<file path="src/rtl/fmpc_pkg.sv">
// package: register map, field layout, reset values and codes of the float-mode config bank
package fmpc_pkg;

  // register indices as printed (not all multiples of four): byte address = 4 * index
  localparam logic [7:0]  FMPC_IDX_MATH     = 8'h58;
  localparam logic [7:0]  FMPC_IDX_EN_PRE_B = 8'h59;
  localparam logic [7:0]  FMPC_IDX_FIRE     = 8'h5a;
  localparam logic [7:0]  FMPC_IDX_EN_PRE_A = 8'h5e;
  localparam logic [7:0]  FMPC_IDX_STATUS   = 8'h70;
  localparam logic [7:0]  FMPC_IDX_SEQ      = 8'h71;

  // field positions
  localparam int FMPC_EN_LSB       = 13;
  localparam int FMPC_PRE_LSB      = 8;
  localparam int FMPC_FIRE_B_LSB   = 12;
  localparam int FMPC_FIRE_A_LSB   = 8;
  localparam int FMPC_M12A_LSB     = 1;
  localparam int FMPC_M34A_LSB     = 8;
  localparam int FMPC_PAIR_W       = 2;
  localparam int FMPC_EN_W         = 2;
  localparam int FMPC_PRE_W        = 5;
  localparam int FMPC_FIRE_W       = 4;

  // reset values
  localparam logic [1:0]  FMPC_EN_RST    = 2'h0;
  localparam logic [4:0]  FMPC_PRE_RST   = 5'h08;
  localparam logic [3:0]  FMPC_FIRE_RST  = 4'h0;
  localparam logic [1:0]  FMPC_PAIR_RST  = 2'h0;
  localparam logic [7:0]  FMPC_LOW_EN_PRE = 8'h08;
  localparam logic [7:0]  FMPC_LOW_FIRE  = 8'h10;

  // enable codes
  localparam logic [1:0]  FMPC_EN_OFF    = 2'h0;
  localparam logic [1:0]  FMPC_EN_ON     = 2'h3;

  // precondition step: one code unit = 2 us (reset code 8 gives 16 us)
  localparam int FMPC_PRE_STEP_NS = 2000;
  localparam int FMPC_CLK_NS      = 100;
  localparam int FMPC_PRE_STEP_CYC = FMPC_PRE_STEP_NS / FMPC_CLK_NS;

  // axi responses
  localparam logic [1:0]  FMPC_RESP_OKAY   = 2'h0;
  localparam logic [1:0]  FMPC_RESP_SLVERR = 2'h2;

  typedef enum logic [1:0] {
    FMPC_SEQ_IDLE = 2'b00,
    FMPC_SEQ_PRE  = 2'b01,
    FMPC_SEQ_RUN  = 2'b10
  } fmpc_seq_e;

endpackage : fmpc_pkg

</file>
<file path="src/rtl/fmpc_pair_sign.sv">
// module: turns a pair-sign code and group position into add/subtract for one sample
`timescale 1ns/1ps
module fmpc_pair_sign
  import fmpc_pkg::*;
(
  input  wire logic [1:0] pair12_code,
  input  wire logic [1:0] pair34_code,
  input  wire logic [1:0] group_pos,
  output logic            subtract
);
  // within a pair: high code bit governs the first sample, low bit the second
  always_comb begin
    case (group_pos)
      2'h0: subtract = pair12_code[1];
      2'h1: subtract = pair12_code[0];
      2'h2: subtract = pair34_code[1];
      2'h3: subtract = pair34_code[0];
      default: subtract = 1'b0;
    endcase
  end
endmodule : fmpc_pair_sign

</file>
<file path="src/rtl/fmpc_slot_seq.sv">
// module: float sequence for one time slot: precondition wait, then pulse walk with fire mask
`timescale 1ns/1ps
module fmpc_slot_seq
  import fmpc_pkg::*;
#(
  parameter int PRE_STEP_CYC = FMPC_PRE_STEP_CYC
) (
  input  wire logic       clk,
  input  wire logic       srst,
  input  wire logic       slot_start,
  input  wire logic       pulse_tick,
  input  wire logic [1:0] float_enable,
  input  wire logic [4:0] precondition_time,
  input  wire logic [3:0] fire_pattern,
  output logic            busy,
  output logic            pulse_strobe,
  output logic            led_fire,
  output logic [1:0]      group_pos
);
  typedef struct packed {
    fmpc_seq_e  st;
    logic [4:0] pre_cnt;
    logic [15:0] step_cnt;
    logic [1:0] pos;
    logic       strobe;
    logic       fire;
  } fmpc_seq_s;

  fmpc_seq_s s_r;
  fmpc_seq_s s_nxt;

  always_comb begin
    s_nxt        = s_r;
    s_nxt.strobe = 1'b0;
    s_nxt.fire   = 1'b0;
    case (s_r.st)
      FMPC_SEQ_IDLE: begin
        // reserved enable codes leave float off
        if (slot_start && float_enable == FMPC_EN_ON) begin
          s_nxt.st       = FMPC_SEQ_PRE;
          s_nxt.pre_cnt  = precondition_time;
          s_nxt.step_cnt = 16'h0000;
          s_nxt.pos      = 2'h0;
        end
      end
      FMPC_SEQ_PRE: begin
        if (s_r.pre_cnt == 5'h00) begin
          s_nxt.st = FMPC_SEQ_RUN;
        end else if (s_r.step_cnt == 16'(PRE_STEP_CYC - 1)) begin
          s_nxt.step_cnt = 16'h0000;
          s_nxt.pre_cnt  = s_r.pre_cnt - 5'h01;
        end else begin
          s_nxt.step_cnt = s_r.step_cnt + 16'h0001;
        end
      end
      FMPC_SEQ_RUN: begin
        if (float_enable != FMPC_EN_ON) begin
          s_nxt.st = FMPC_SEQ_IDLE;
        end else if (pulse_tick) begin
          // timing runs for every position; a set bit only masks the led
          s_nxt.strobe = 1'b1;
          s_nxt.fire   = ~fire_pattern[s_r.pos];
          s_nxt.pos    = s_r.pos + 2'h1;
        end
      end
      default: s_nxt.st = FMPC_SEQ_IDLE;
    endcase
  end

  always_ff @(posedge clk) begin
    if (srst) begin
      s_r.st       <= FMPC_SEQ_IDLE;
      s_r.pre_cnt  <= 5'h00;
      s_r.step_cnt <= 16'h0000;
      s_r.pos      <= 2'h0;
      s_r.strobe   <= 1'b0;
      s_r.fire     <= 1'b0;
    end else begin
      s_r <= s_nxt;
    end
  end

  assign busy         = (s_r.st != FMPC_SEQ_IDLE);
  assign pulse_strobe = s_r.strobe;
  assign led_fire     = s_r.fire;
  // position of the pulse just strobed
  assign group_pos    = s_r.pos - 2'h1;
endmodule : fmpc_slot_seq

</file>
<file path="src/rtl/fmpc_top.sv">
// module: float-mode pulse configuration bank with AXI4-Lite slave and two slot sequencers
// What this block does
// - slot A pair12 code: 00 add,add; 01 add,sub; 10 sub,add; 11 sub,sub.
// - the pair12 setting repeats for every four-pulse group of a burst.
// - slot B float enable: 0 off, 3 on; 1 and 2 reserved.
// - slot A float enable: 0 off by default, 3 on; 1 and 2 reserved.
// - slot B five-bit precondition time, reset 0x08, about 16 us.
// - slot A five-bit precondition time, reset 0x08.
// - pattern bit 0 fires the led, 1 masks it; timing still runs.
// - slot B fire pattern bits 15:12, bit 12 first pulse, reset all fire.
// - slot A fire pattern bits 11:8, bit 8 first pulse, reset all fire.
// - slot A pair34 code combines samples three and four, same codes.
`timescale 1ns/1ps
module fmpc_top
  import fmpc_pkg::*;
#(
  parameter int PRE_STEP_CYC = FMPC_PRE_STEP_CYC
) (
  input  wire logic        clk,
  input  wire logic        srst,
  input  wire logic [9:0]  s_axi_awaddr,
  input  wire logic        s_axi_awvalid,
  output logic             s_axi_awready,
  input  wire logic [31:0] s_axi_wdata,
  input  wire logic [3:0]  s_axi_wstrb,
  input  wire logic        s_axi_wvalid,
  output logic             s_axi_wready,
  output logic [1:0]       s_axi_bresp,
  output logic             s_axi_bvalid,
  input  wire logic        s_axi_bready,
  input  wire logic [9:0]  s_axi_araddr,
  input  wire logic        s_axi_arvalid,
  output logic             s_axi_arready,
  output logic [31:0]      s_axi_rdata,
  output logic [1:0]       s_axi_rresp,
  output logic             s_axi_rvalid,
  input  wire logic        s_axi_rready,
  input  wire logic        slot_a_start,
  input  wire logic        slot_b_start,
  input  wire logic        pulse_tick,
  output logic             slot_a_led_fire,
  output logic             slot_a_pulse_strobe,
  output logic             slot_a_sample_subtract,
  output logic             slot_b_led_fire,
  output logic             slot_b_pulse_strobe
);
  typedef struct packed {
    logic [15:0] math_reg;
    logic [15:0] en_pre_b;
    logic [15:0] fire_reg;
    logic [15:0] en_pre_a;
    logic        aw_held;
    logic [9:0]  awaddr;
    logic        w_held;
    logic [31:0] wdata;
    logic [3:0]  wstrb;
    logic        bvalid;
    logic [1:0]  bresp;
    logic        rvalid;
    logic [31:0] rdata;
    logic [1:0]  rresp;
    logic        a_fire;
    logic        a_strobe;
    logic        a_sub;
    logic        b_fire;
    logic        b_strobe;
  } fmpc_top_s;

  fmpc_top_s s_r;
  fmpc_top_s s_nxt;

  logic       a_busy;
  logic       b_busy;
  logic       a_strobe;
  logic       b_strobe;
  logic       a_fire;
  logic       b_fire;
  logic [1:0] a_pos;
  logic       a_sub;

  // slots run from separate fields and separate sequencers
  fmpc_slot_seq #(
    .PRE_STEP_CYC (PRE_STEP_CYC)
  ) u_seq_a (
    .clk               (clk),
    .srst              (srst),
    .slot_start        (slot_a_start),
    .pulse_tick        (pulse_tick),
    .float_enable      (s_r.en_pre_a[FMPC_EN_LSB +: FMPC_EN_W]),
    .precondition_time (s_r.en_pre_a[FMPC_PRE_LSB +: FMPC_PRE_W]),
    .fire_pattern      (s_r.fire_reg[FMPC_FIRE_A_LSB +: FMPC_FIRE_W]),
    .busy              (a_busy),
    .pulse_strobe      (a_strobe),
    .led_fire          (a_fire),
    .group_pos         (a_pos)
  );

  fmpc_slot_seq #(
    .PRE_STEP_CYC (PRE_STEP_CYC)
  ) u_seq_b (
    .clk               (clk),
    .srst              (srst),
    .slot_start        (slot_b_start),
    .pulse_tick        (pulse_tick),
    .float_enable      (s_r.en_pre_b[FMPC_EN_LSB +: FMPC_EN_W]),
    .precondition_time (s_r.en_pre_b[FMPC_PRE_LSB +: FMPC_PRE_W]),
    .fire_pattern      (s_r.fire_reg[FMPC_FIRE_B_LSB +: FMPC_FIRE_W]),
    .busy              (b_busy),
    .pulse_strobe      (b_strobe),
    .led_fire          (b_fire),
    .group_pos         ()
  );

  fmpc_pair_sign u_sign_a (
    .pair12_code (s_r.math_reg[FMPC_M12A_LSB +: FMPC_PAIR_W]),
    .pair34_code (s_r.math_reg[FMPC_M34A_LSB +: FMPC_PAIR_W]),
    .group_pos   (a_pos),
    .subtract    (a_sub)
  );

  function automatic logic [15:0] fmpc_merge(input logic [15:0] old_v,
                                             input logic [31:0] wd,
                                             input logic [3:0]  st);
    logic [15:0] v;
    v = old_v;
    if (st[0]) begin
      v[7:0] = wd[7:0];
    end
    if (st[1]) begin
      v[15:8] = wd[15:8];
    end
    return v;
  endfunction : fmpc_merge

  logic       do_write;
  logic [7:0] w_idx;
  logic [7:0] r_idx;
  logic       w_aligned;
  logic       r_aligned;

  always_comb begin
    do_write  = s_r.aw_held && s_r.w_held && !s_r.bvalid;
    w_idx     = s_r.awaddr[9:2];
    r_idx     = s_axi_araddr[9:2];
    w_aligned = (s_r.awaddr[1:0] == 2'h0);
    r_aligned = (s_axi_araddr[1:0] == 2'h0);
  end

  always_comb begin
    s_nxt = s_r;
    // write address and data accepted in either order, held until answered
    if (s_axi_awvalid && !s_r.aw_held) begin
      s_nxt.aw_held = 1'b1;
      s_nxt.awaddr  = s_axi_awaddr;
    end
    if (s_axi_wvalid && !s_r.w_held) begin
      s_nxt.w_held = 1'b1;
      s_nxt.wdata  = s_axi_wdata;
      s_nxt.wstrb  = s_axi_wstrb;
    end
    if (do_write) begin
      s_nxt.aw_held = 1'b0;
      s_nxt.w_held  = 1'b0;
      s_nxt.bvalid  = 1'b1;
      s_nxt.bresp   = FMPC_RESP_OKAY;
      // each field keeps its value until written again
      if (!w_aligned) begin
        s_nxt.bresp = FMPC_RESP_SLVERR;
      end else begin
        case (w_idx)
          FMPC_IDX_MATH:     s_nxt.math_reg = fmpc_merge(s_r.math_reg, s_r.wdata, s_r.wstrb);
          FMPC_IDX_EN_PRE_B: s_nxt.en_pre_b = fmpc_merge(s_r.en_pre_b, s_r.wdata, s_r.wstrb);
          FMPC_IDX_FIRE:     s_nxt.fire_reg = fmpc_merge(s_r.fire_reg, s_r.wdata, s_r.wstrb);
          FMPC_IDX_EN_PRE_A: s_nxt.en_pre_a = fmpc_merge(s_r.en_pre_a, s_r.wdata, s_r.wstrb);
          FMPC_IDX_STATUS:   s_nxt.bresp    = FMPC_RESP_OKAY;
          FMPC_IDX_SEQ:      s_nxt.bresp    = FMPC_RESP_OKAY;
          default:           s_nxt.bresp    = FMPC_RESP_SLVERR;
        endcase
      end
    end else if (s_r.bvalid && s_axi_bready) begin
      s_nxt.bvalid = 1'b0;
    end

    if (s_axi_arvalid && !s_r.rvalid) begin
      s_nxt.rvalid = 1'b1;
      s_nxt.rresp  = FMPC_RESP_OKAY;
      s_nxt.rdata  = 32'h0000_0000;
      if (!r_aligned) begin
        s_nxt.rresp = FMPC_RESP_SLVERR;
      end else begin
        case (r_idx)
          FMPC_IDX_MATH:     s_nxt.rdata = {16'h0000, s_r.math_reg};
          FMPC_IDX_EN_PRE_B: s_nxt.rdata = {16'h0000, s_r.en_pre_b};
          FMPC_IDX_FIRE:     s_nxt.rdata = {16'h0000, s_r.fire_reg};
          FMPC_IDX_EN_PRE_A: s_nxt.rdata = {16'h0000, s_r.en_pre_a};
          FMPC_IDX_STATUS:   s_nxt.rdata = {30'h0000_0000, b_busy, a_busy};
          FMPC_IDX_SEQ:      s_nxt.rdata = {28'h000_0000, a_pos, b_fire, a_fire};
          default:           s_nxt.rresp = FMPC_RESP_SLVERR;
        endcase
      end
    end else if (s_r.rvalid && s_axi_rready) begin
      s_nxt.rvalid = 1'b0;
    end

    s_nxt.a_fire   = a_fire;
    s_nxt.a_strobe = a_strobe;
    s_nxt.a_sub    = a_sub;
    s_nxt.b_fire   = b_fire;
    s_nxt.b_strobe = b_strobe;
  end

  always_ff @(posedge clk) begin
    if (srst) begin
      s_r <= '0;
      s_r.math_reg <= 16'h0000;
      s_r.en_pre_b <= {1'b0, FMPC_EN_RST, FMPC_PRE_RST, FMPC_LOW_EN_PRE};
      s_r.fire_reg <= {FMPC_FIRE_RST, FMPC_FIRE_RST, FMPC_LOW_FIRE};
      s_r.en_pre_a <= {1'b0, FMPC_EN_RST, FMPC_PRE_RST, FMPC_LOW_EN_PRE};
    end else begin
      s_r <= s_nxt;
    end
  end

  // ready flags are registered state: no combinational path from valid
  always_comb begin
    s_axi_awready          = !s_r.aw_held;
    s_axi_wready           = !s_r.w_held;
    s_axi_arready          = !s_r.rvalid;
    s_axi_bvalid           = s_r.bvalid;
    s_axi_bresp            = s_r.bresp;
    s_axi_rvalid           = s_r.rvalid;
    s_axi_rdata            = s_r.rdata;
    s_axi_rresp            = s_r.rresp;
    slot_a_led_fire        = s_r.a_fire;
    slot_a_pulse_strobe    = s_r.a_strobe;
    slot_a_sample_subtract = s_r.a_sub;
    slot_b_led_fire        = s_r.b_fire;
    slot_b_pulse_strobe    = s_r.b_strobe;
  end
endmodule : fmpc_top

</file>
<file path="config.mk">
export PLATFORM = sky130hd
export DESIGN_NAME = fmpc_top
export DESIGN_NICKNAME = d
export VERILOG_FILES = /design/src/rtl/fmpc_pkg.sv /design/src/rtl/fmpc_pair_sign.sv /design/src/rtl/fmpc_slot_seq.sv /design/src/rtl/fmpc_top.sv
export SDC_FILE = /design/constraint.sdc
export NUM_CORES = 1
export LEC_CHECK = 0
export ABC_AREA = 1
export BUFFER_PORTS_ARGS = -buffer_cell sky130_fd_sc_hd__buf_2
export CAP_MARGIN = 20
export CORE_UTILIZATION = 50
export CTS_CLUSTER_SIZE = 40
export DETAILED_ROUTE_END_ITERATION = 16
export PLACE_DENSITY_LB_ADDON = 0.12
export SETUP_SLACK_MARGIN = 0.02
export SLEW_MARGIN = 20
export SYNTH_ARGS = -nofsm -noshare
export SYNTH_HDL_FRONTEND = slang
export SYNTH_SLANG_ARGS = --single-unit
</file>
<file path="constraint.sdc">
create_clock -name clk -period 2.25 [get_ports clk]
set_clock_uncertainty 0.05 [all_clocks]
set_input_delay 0.45 -clock clk [delete_from_list [all_inputs] [get_ports clk]]
set_output_delay 0.45 -clock clk [all_outputs]
set_load 0.02 [all_outputs]
</file>
-- Word level (Yosys, flattened, before mapping)
Index checks and enable logic that the tools add are counted.
- equal/unequal tests: 39
- $lt $le $gt $ge: 2
- reductions and logical operators: 51
- bitwise logic cells: 5
- add/sub/neg operators: 7
- mux-type cells: 37
- operators by type and width (cell ; number):
    == test 8 x 7 -> 1 bit, second input constant ; 12
    case mux 16 bit (6 select lines) ; 1
    case mux 21 bit (2 select lines) ; 2
    two-way mux 25 bit ; 2
    two-way mux 16 bit ; 3
    AND reduction 4 bit ; 12
    two-way mux 21 bit ; 2
    adder 16 x 1 -> 16 bit, second input constant ; 2
    == test 16 x 5 -> 1 bit, second input constant ; 2
    two-way mux 2 bit ; 8
    two-way mux 4 bit ; 4
    != test 2 x 1 -> 1 bit, second input constant ; 8
    != test 2 bit, second input constant ; 8
    nonzero test 2 bit ; 8
    == test 2 bit, second input constant ; 6
    case mux 2 bit (3 select lines) ; 2
    AND reduction 3 bit ; 4
    OR reduction 6 bit ; 2
    logical NOT 2 bit ; 5
    logical NOT 5 bit ; 2
    two-way mux 5 bit ; 2
    subtractor 5 x 1 -> 5 bit, second input constant ; 2
    logical AND 1 bit ; 9
    case mux 2 bit (2 select lines) ; 2
    other kinds (12) ; 31
- register bits: 191
- word-level logic and storage cells: 176
- bits of input ports: 66
- output and inout port bits: 46

-- Logic depth before layout (Yosys ltp)
Gate-level depths: netlist of run 1.
- depth after elaboration: 6
- mapped depth: 12
- depth with buffers taken out: 12

-- By module
Synthesis of run 1 repeated with hierarchy kept, for this count alone.
- cells, all modules: 1229
- area, all modules: 8628.3 um^2
- by module, submodules not included (module ; times used ; cells an instance ; area each (um^2) ; sequential area each (um^2)):
    fmpc_top ; 1 ; 702 ; 5196.2 ; 2382.3
    fmpc_slot_seq ; 2 ; 257 ; 1690.4 ; 540.5
    fmpc_pair_sign ; 1 ; 13 ; 51.3 ; 0.0

-- Worst setup path after synthesis of run 1
No wires, ideal clock.
- kind: register -> register
- start point: register s_r, in the netlist s_axi_rvalid
- end point: register s_r, in the netlist s_axi_rdata[12]
- cell stages (with the launch flop): 9
- data arrival time: 1403 ps
- clock period less this slack: 1524 ps
- path buffers: 1
- data required time: 2129 ps
- library setup time: 71 ps
- setup slack: 726 ps
- path through: dfxtp_1 -> inv_1 -> nand2_1 -> inv_1 -> nand2_1 -> nor2_8 -> buf_6 -> nand2_1 -> a21oi_1
- longest elaborated chain between the ends: 2
- RTL lines (item ; RTL line ; RTL):
    from (decl) ; fmpc_top.sv:69 ; fmpc_top_s s_r;
    from (signal assigned) ; fmpc_top.sv:220 ; s_r <= s_nxt;
    logical NOT 1 bit ; -- ;
    named net s_axi_arready ; fmpc_top.sv:33 ; output logic s_axi_arready,
    logical AND 1 bit ; fmpc_top.sv:184 ; if (s_axi_arvalid && !s_r.rvalid) begin
The timed path passes the listed nets, and every way through them passes these cells.
A chain may end at the register's enable or synchronous reset.

-- Worst setup path after layout of run 1
- start point: register u_seq_b.s_r[20] (netlist name)
- end point: register u_seq_b.s_r[4] (netlist name)
- longest elaborated chain between the ends: 3
- RTL lines (item ; RTL line ; RTL):
    from (decl) ; fmpc_slot_seq.sv:29 ; fmpc_seq_s s_r;
    from (signal assigned) ; fmpc_slot_seq.sv:79 ; s_r <= s_nxt;
    logical NOT 5 bit ; fmpc_slot_seq.sv:47 ; if (s_r.pre_cnt == 5'h00) begin
    != test 2 bit (no line) ; -- ;
    AND reduction 3 bit (no line) ; -- ;
No other way between the ends.

==> results of run 1 <==
cell usage in the layout (no fill, tap or decap), types with 11 or more instances in the layout:
cell type | synthesis | final
nand4_1 | 32 | 32
inv_2 | 10 | 11
o21ai_0 | 109 | 109
dfxtp_1 | 173 | 173
buf_4 | 42 | 12
nand2_2 | 11 | 11
nor2_1 | 181 | 180
nand2_1 | 185 | 185
a21oi_1 | 72 | 72
inv_1 | 99 | 98
buf_2 | 15 | 75
nand3_1 | 113 | 113
conb_1 | 1 | 18
nor3_1 | 52 | 52
clkbuf_16 | 0 | 17
worst max path at each step:
stage,end,slack [ps],cells after the start
after floorplan,s_axi_rdata[12]$_SDFFE_PP0P_,730,8
after global placement,s_r[53]$_SDFFE_PP0P_,160,6
after detailed placement,s_r[53]$_SDFFE_PP0P_,130,6
after CTS,u_seq_b.s_r[4]$_SDFFE_PP0P_,320,10
after global routing,u_seq_a.s_r[13]$_SDFFE_PP0P_,70,10
final,u_seq_b.s_r[4]$_SDFFE_PP0P_,330,10
cells by family (layout without fill, tap and decap cells):
group / Yosys count / count (layout) / share of synthesized area
buffers and inverters: 190 / 232 / 0.112
and+or+nand+nor: 609 / 609 / 0.336
DFF: 173 / 173 / 0.416
xor gates and xnor gates: 5 / 5 / 0.00527
AOI/OAI and AO/OA: 192 / 192 / 0.118
adders and majority gates: 8 / 8 / 0.0120
other: 1 / 18 / 0.000451
metal layers:
layer  global-route usage  vias to the layer above
met5                    0                        -
met4                0.112                        0
met3               0.0444                       36
met2                0.403                      137
met1                0.310                     3400
li1                     -                     3914
stage by stage:
| step | setup slack [ps] | util | power, W | instance area [µm²] |
|---|---|---|---|---|
| 2_1_floorplan | 726 | - | 0.00346 | 8380 |
| 3_3_place_gp | 156 | 0.540 | 0.00356 | 8670 |
| 3_5_place_dp | 128 | 0.540 | 0.00356 | 8670 |
| 4_1_cts | 323 | 0.573 | 0.00624 | 9210 |
| 5_1_grt | 71.4 | 0.573 | 0.00642 | 9210 |
| 6_report | 329 | 0.573 | 0.00620 | 9210 |
final cells by class:
type                            count  area share
Multi-Input combinational cell    832       0.434
Sequential cell                   173       0.376
Timing Repair Buffer               90      0.0571
Clock buffer                       20      0.0485
Inverter                          110      0.0451
Tap cell                          216      0.0294
Clock inverter                     12     0.00992
report_power, final:
part	internal (W)	switching [W]	total [W]
logic	0.000101	0.000230	0.000331
registers	0.00311	0.0000495	0.00316
clock network	0.00144	0.00126	0.00271
flip-flops by register name, summed over array words and instances, names as in the netlist, 16 cells and up:
signal	flops
u_seq_a.s_r	25
s_r	94
u_seq_b.s_r	25
s_axi_rdata	16
worst max-delay path: cells and delay by family, from the launching register on:
family                   cells  cell delay [ps]
flip-flops                   1              370
AND/OR/NAND/NOR              6              810
buffers and inverters        2              290
adder cells (fa/ha/maj)      1              200
AO/OA/AOI/OAI                1              130
Yosys cell counts, types with 2 or more instances:
cell      count  area share
a211oi_1      2      0.0018
a21oi_1      72       0.043
and3_1        2      0.0015
buf_1         2     0.00090
buf_2        15      0.0090
buf_4        42       0.038
buf_6         5      0.0068
clkbuf_1     16      0.0072
dfxtp_1     173        0.42
ha_1          8       0.012
inv_1        99       0.045
inv_2        10      0.0045
nand2_1     185       0.084
nand2_2      11      0.0083
nand2_4       3      0.0041
nand3_1     113       0.068
nand3_2       3      0.0036
nand3b_1      2      0.0018
nand4_1      32       0.024
nor2_1      181       0.082
nor2_2        8      0.0060
nor2_4        7      0.0095
nor3_1       52       0.031
nor3_2        4      0.0048
o211ai_1      4      0.0036
o21ai_0     109       0.066
o21ai_1       2      0.0012
or2_1         2      0.0015
xor2_1        5      0.0053
==> flow_metrics.tcl, run 1 <==
set metrics [dict create \
    outcome "finished, final reports clean" \
    worstPathCellList "inv_1 > ha_1 > nand2_1 > nor2_1 > nand2_1 > nand2_1 > nand2_2 > inv_1 > or2_1 > a21oi_1" \
    synth_area_um2 8320 \
    via_per_inst 5.15 \
    grt-ovfl-total 0 \
    setup_tns_ps 0 \
    wl_per_cell_um 13.6 \
    hold_depth 3 \
    htreeDepth 4 \
    synth_seq_area_share 0.416 \
    clk_pin_slew_ps 70 \
    peakVddDrop_mv 0.559 \
    endpoint_kind "flip-flop" \
    rr_startpoint "u_seq_b.s_r[20]$_SDFFE_PP0P_" \
    worst_path_largest_cell_delay_ps 370 \
    crit_fanout 15 \
    grt_pass1_wl_um 32400 \
    seq_area_um2 3460 \
    ios 112 \
    n_fill_cell 1578 \
    grt_max_degree 65 \
    setup_viol 0 \
    worst-r2r-setup-slack_ps 330 \
    clock_sinks 173 \
    period_needed_ps 1920 \
    die_area_um2 17200 \
    drt_pass1_iterations 7 \
    startpoint "u_seq_b.s_r[20]$_SDFFE_PP0P_" \
    criticalPathCategory "reg2reg" \
    wl_met1_um 9210 \
    drive_above_1_share 0.138 \
    dp_hpwl_um 14000 \
    relSlewSlack 0.554 \
    drt_iter0_markers 428 \
    final_antenna_net_count 0 \
    initial_utilization 0.518 \
    tightest_slew_ps 667 \
    synth_seq_cells 173 \
    fin_nets 1298 \
    cp_data_required_time_ps 2560 \
    path_common_cell "nand2_1" \
    core_um2 16100 \
    cts_tree "built" \
    die_width_um 131 \
    ys_warn_count 0 \
    ys_dominant_reg_cell "dfxtp_1" \
    min_from "s_axi_wdata[7]" \
    multi_input_area_um2 3990 \
    drv_slew 0 \
    vias 7487 \
    critical_path_arrival_ps 2230 \
    gp_congestion 0.829 \
    postSynthAreaPerCell_um2 7.06 \
    fin_hold_ws_ps 189 \
    cp-start-kind "flip-flop" \
    grt.total_usage 0.244 \
    synth_cells 1178 \
    clockRootBuffer "clkbuf_16" \
    dpl.cell_count 1421 \
    drc 0 \
    max_clock_freq_ghz 0.521 \
    synth_edf_count 0 \
    std_cell_rows 46 \
    ctsHoldBuffers 0 \
    top_layer "met4" \
    clk_path_buf_depth 2 \
    reg2reg_depth 10 \
    area_delta_synth_final_pct 10.7 \
    cts_setup_buffers 0 \
    antenna_cells 0 \
    finalHoldViolations 0 \
    crit_slowest_cell "dfxtp_1" \
    portBuffers 75 \
    fin_cells 1453 \
    wl_met3_um 704 \
    async_flop_share 0 \
    hold_end "s_r[54]$_SDFFE_PP0P_" \
    power_density_nw_per_um2 673 \
    clkLatencyLatePin_ps 430 \
    cts_inserted_buffers 17 \
    post_cts_resized 0 \
    p_leak_nw 3.78 \
    wirelength_um 19800 \
    dieHeight_um 131 \
    grt_pass1_vias 6628 \
    min_path_type "in2reg" \
    rsz0062_at_grt "false" \
    grt_antenna_before_repair 0 \
    synth_cell_type_count 38 \
    timing.rr.end "u_seq_b.s_r[4]$_SDFFE_PP0P_" \
    route.met2.wl_um 9300 \
    max-cap-violations 0 \
    min_period_over_period 0.854 \
]
Note: power is estimated with default switching activity, not from simulation.
==> run 2: changes to the inputs <==
Clock period 2.25 ns to 2.2 ns, I/O delays scaled along.
==> run 2 against run 1 <==
  * Sequential share of layout area decreased by 0.22 points
  * Routed wire length about the same
  * Clock power increased by 11%
  * Critical endpoint is now s_r[44]$_SDFFE_PP0P_
  * Fmax about the same
  * Final cell count about the same
  * Highest routed layer unchanged
  * Worst setup slack got worse by 51 ps
  * Global-route usage increased by 0.38 points
  * Critical path depth decreased by 6
  * Cell area increased by 0.60%
==> flow_metrics.tcl, run 2 (same netlist as run 1, synthesis figures left out) <==
set metrics [dict create \
    grt_max_degree 65 \
    die_width_um 131 \
    grt_pass1_wl_um 33200 \
    drt_pass1_iterations 6 \
    gp_congestion 0.810 \
    relSlewSlack 0.531 \
    ios 112 \
    final_antenna_net_count 0 \
    vias 7575 \
    largest_reg_flops 94 \
    drive_above_1_share 0.140 \
    cp-start-kind "flip-flop" \
    drv_slew 0 \
    setup_viol 0 \
    worst-r2r-setup-slack_ps 280 \
    std_cell_rows 46 \
    final_cell_mix "nand2_1 (185), nor2_1 (180), dfxtp_1 (173), nand3_1 (113), o21ai_0 (109)" \
    wirelength_um 19800 \
    htreeDepth 4 \
    dp_hpwl_um 13900 \
    endpoint_kind "flip-flop" \
    criticalPathCategory "reg2reg" \
    place_area_um2 8680 \
    clkLatencyLatePin_ps 430 \
    critical_path_buf_inv_count 1 \
    die_area_um2 17200 \
    dpl.cell_count 1423 \
    max_clock_freq_ghz 0.520 \
    fin_area_um2 9260 \
    worst_path_largest_cell_delay_ps 550 \
    peakVddDrop_mv 0.562 \
    core_um2 16100 \
    top_regs "s_r: 94 flops, u_seq_a.s_r: 25 flops, u_seq_b.s_r: 25 flops" \
    fin_cells 1454 \
    cts_setup_buffers 0 \
    wl_per_cell_um 13.6 \
    grt.total_usage 0.248 \
    portBuffers 75 \
    fin_nets 1300 \
    cts_inserted_buffers 17 \
    initial_utilization 0.518 \
    grt_antenna_before_repair 0 \
    tightest_slew_ps 700 \
    clockRootBuffer "clkbuf_16" \
    worstPathCellList "nor2_1 > inv_1 > o21ai_0 > a21oi_1" \
    utilization 0.577 \
    top_register "s_r" \
    dieHeight_um 131 \
    outcome "finished, final reports clean" \
    drc 0 \
    grt_pass1_vias 6926 \
    crit_slowest_cell "nor2_1" \
    rsz0062_at_grt "false" \
    critical_path_arrival_ps 2170 \
    p_leak_nw 3.83 \
    via_per_inst 5.21 \
    max-cap-violations 0 \
    cts_tree "built" \
    final_common_cell "nand2_1" \
    antenna_cells 0 \
    period_needed_ps 1920 \
    crit_fanout 23 \
    cpLargestDelayFamily "simple AND/OR/NAND/NOR gates" \
    clock_sinks 173 \
    setup_tns_ps 0 \
    power_density_nw_per_um2 710 \
    cp_data_required_time_ps 2440 \
    drt_iter0_markers 495 \
    area_delta_synth_final_pct 11.4 \
    post_cts_resized 0 \
    min_path_type "in2reg" \
    clk_path_buf_depth 2 \
    ctsHoldBuffers 0 \
    clk_pin_slew_ps 60 \
    min_period_over_period 0.873 \
    finalHoldViolations 0 \
    grt-ovfl-total 0 \
]
run 2: path summary, 6_finish.rpt:
kind	from	endpoint	depth (start not counted)
worst max-delay path	s_r[79]$_SDFFE_PP0P_	s_r[44]$_SDFFE_PP0P_	4
worst min-delay path	s_axi_awaddr[8]	s_r[88]$_SDFFE_PP0P_	3
worst max register to register	s_r[79]$_SDFFE_PP0P_	s_r[44]$_SDFFE_PP0P_	4
worst min register to register	u_seq_b.pulse_strobe$_SDFF_PP0_	slot_b_pulse_strobe$_SDFF_PP0_	2
run 2: stage by stage:
stage / total power, W / setup WS, ps / hold WS [ps]
2_1_floorplan: 0.00354 / 676 / 338
3_3_place_gp: 0.00364 / 137 / 353
3_5_place_dp: 0.00364 / 47.8 / 356
4_1_cts: 0.00662 / 283 / 168
5_1_grt: 0.00679 / 69.9 / 178
6_report: 0.00657 / 278 / 179
run 2: tightest hold or removal path: stages:
cell and delay, ps:
buf_2 70, nor2_1 30, nor2_1 80
run 2: cell type report:
cell class                 instances  area, µm²
fill                            1569       6800
multi-input combinational        832       3990
sequential                       173       3460
timing repair buffer              92        541
clock buffer                      19        443
inverter                         110        415
tap                              216        270
clock inverter                    12        135
run 2: per-layer routing:
layer | share of wire | wire length (µm) | track usage
met2 | 0.47 | 9380 | 0.411
met1 | 0.47 | 9340 | 0.318
met3 | 0.031 | 605 | 0.0383
met5 | 0 | 0 | 0
met4 | 0.024 | 478 | 0.113
run 2: report_power, final:
| part | leakage (nW) | switching, W | total, W | internal, W |
|---|---|---|---|---|
| registers | 1.40 | 0.0000504 | 0.00323 | 0.00318 |
| clock network | 0.284 | 0.00129 | 0.00300 | 0.00171 |
| logic | 2.14 | 0.000236 | 0.000340 | 0.000104 |
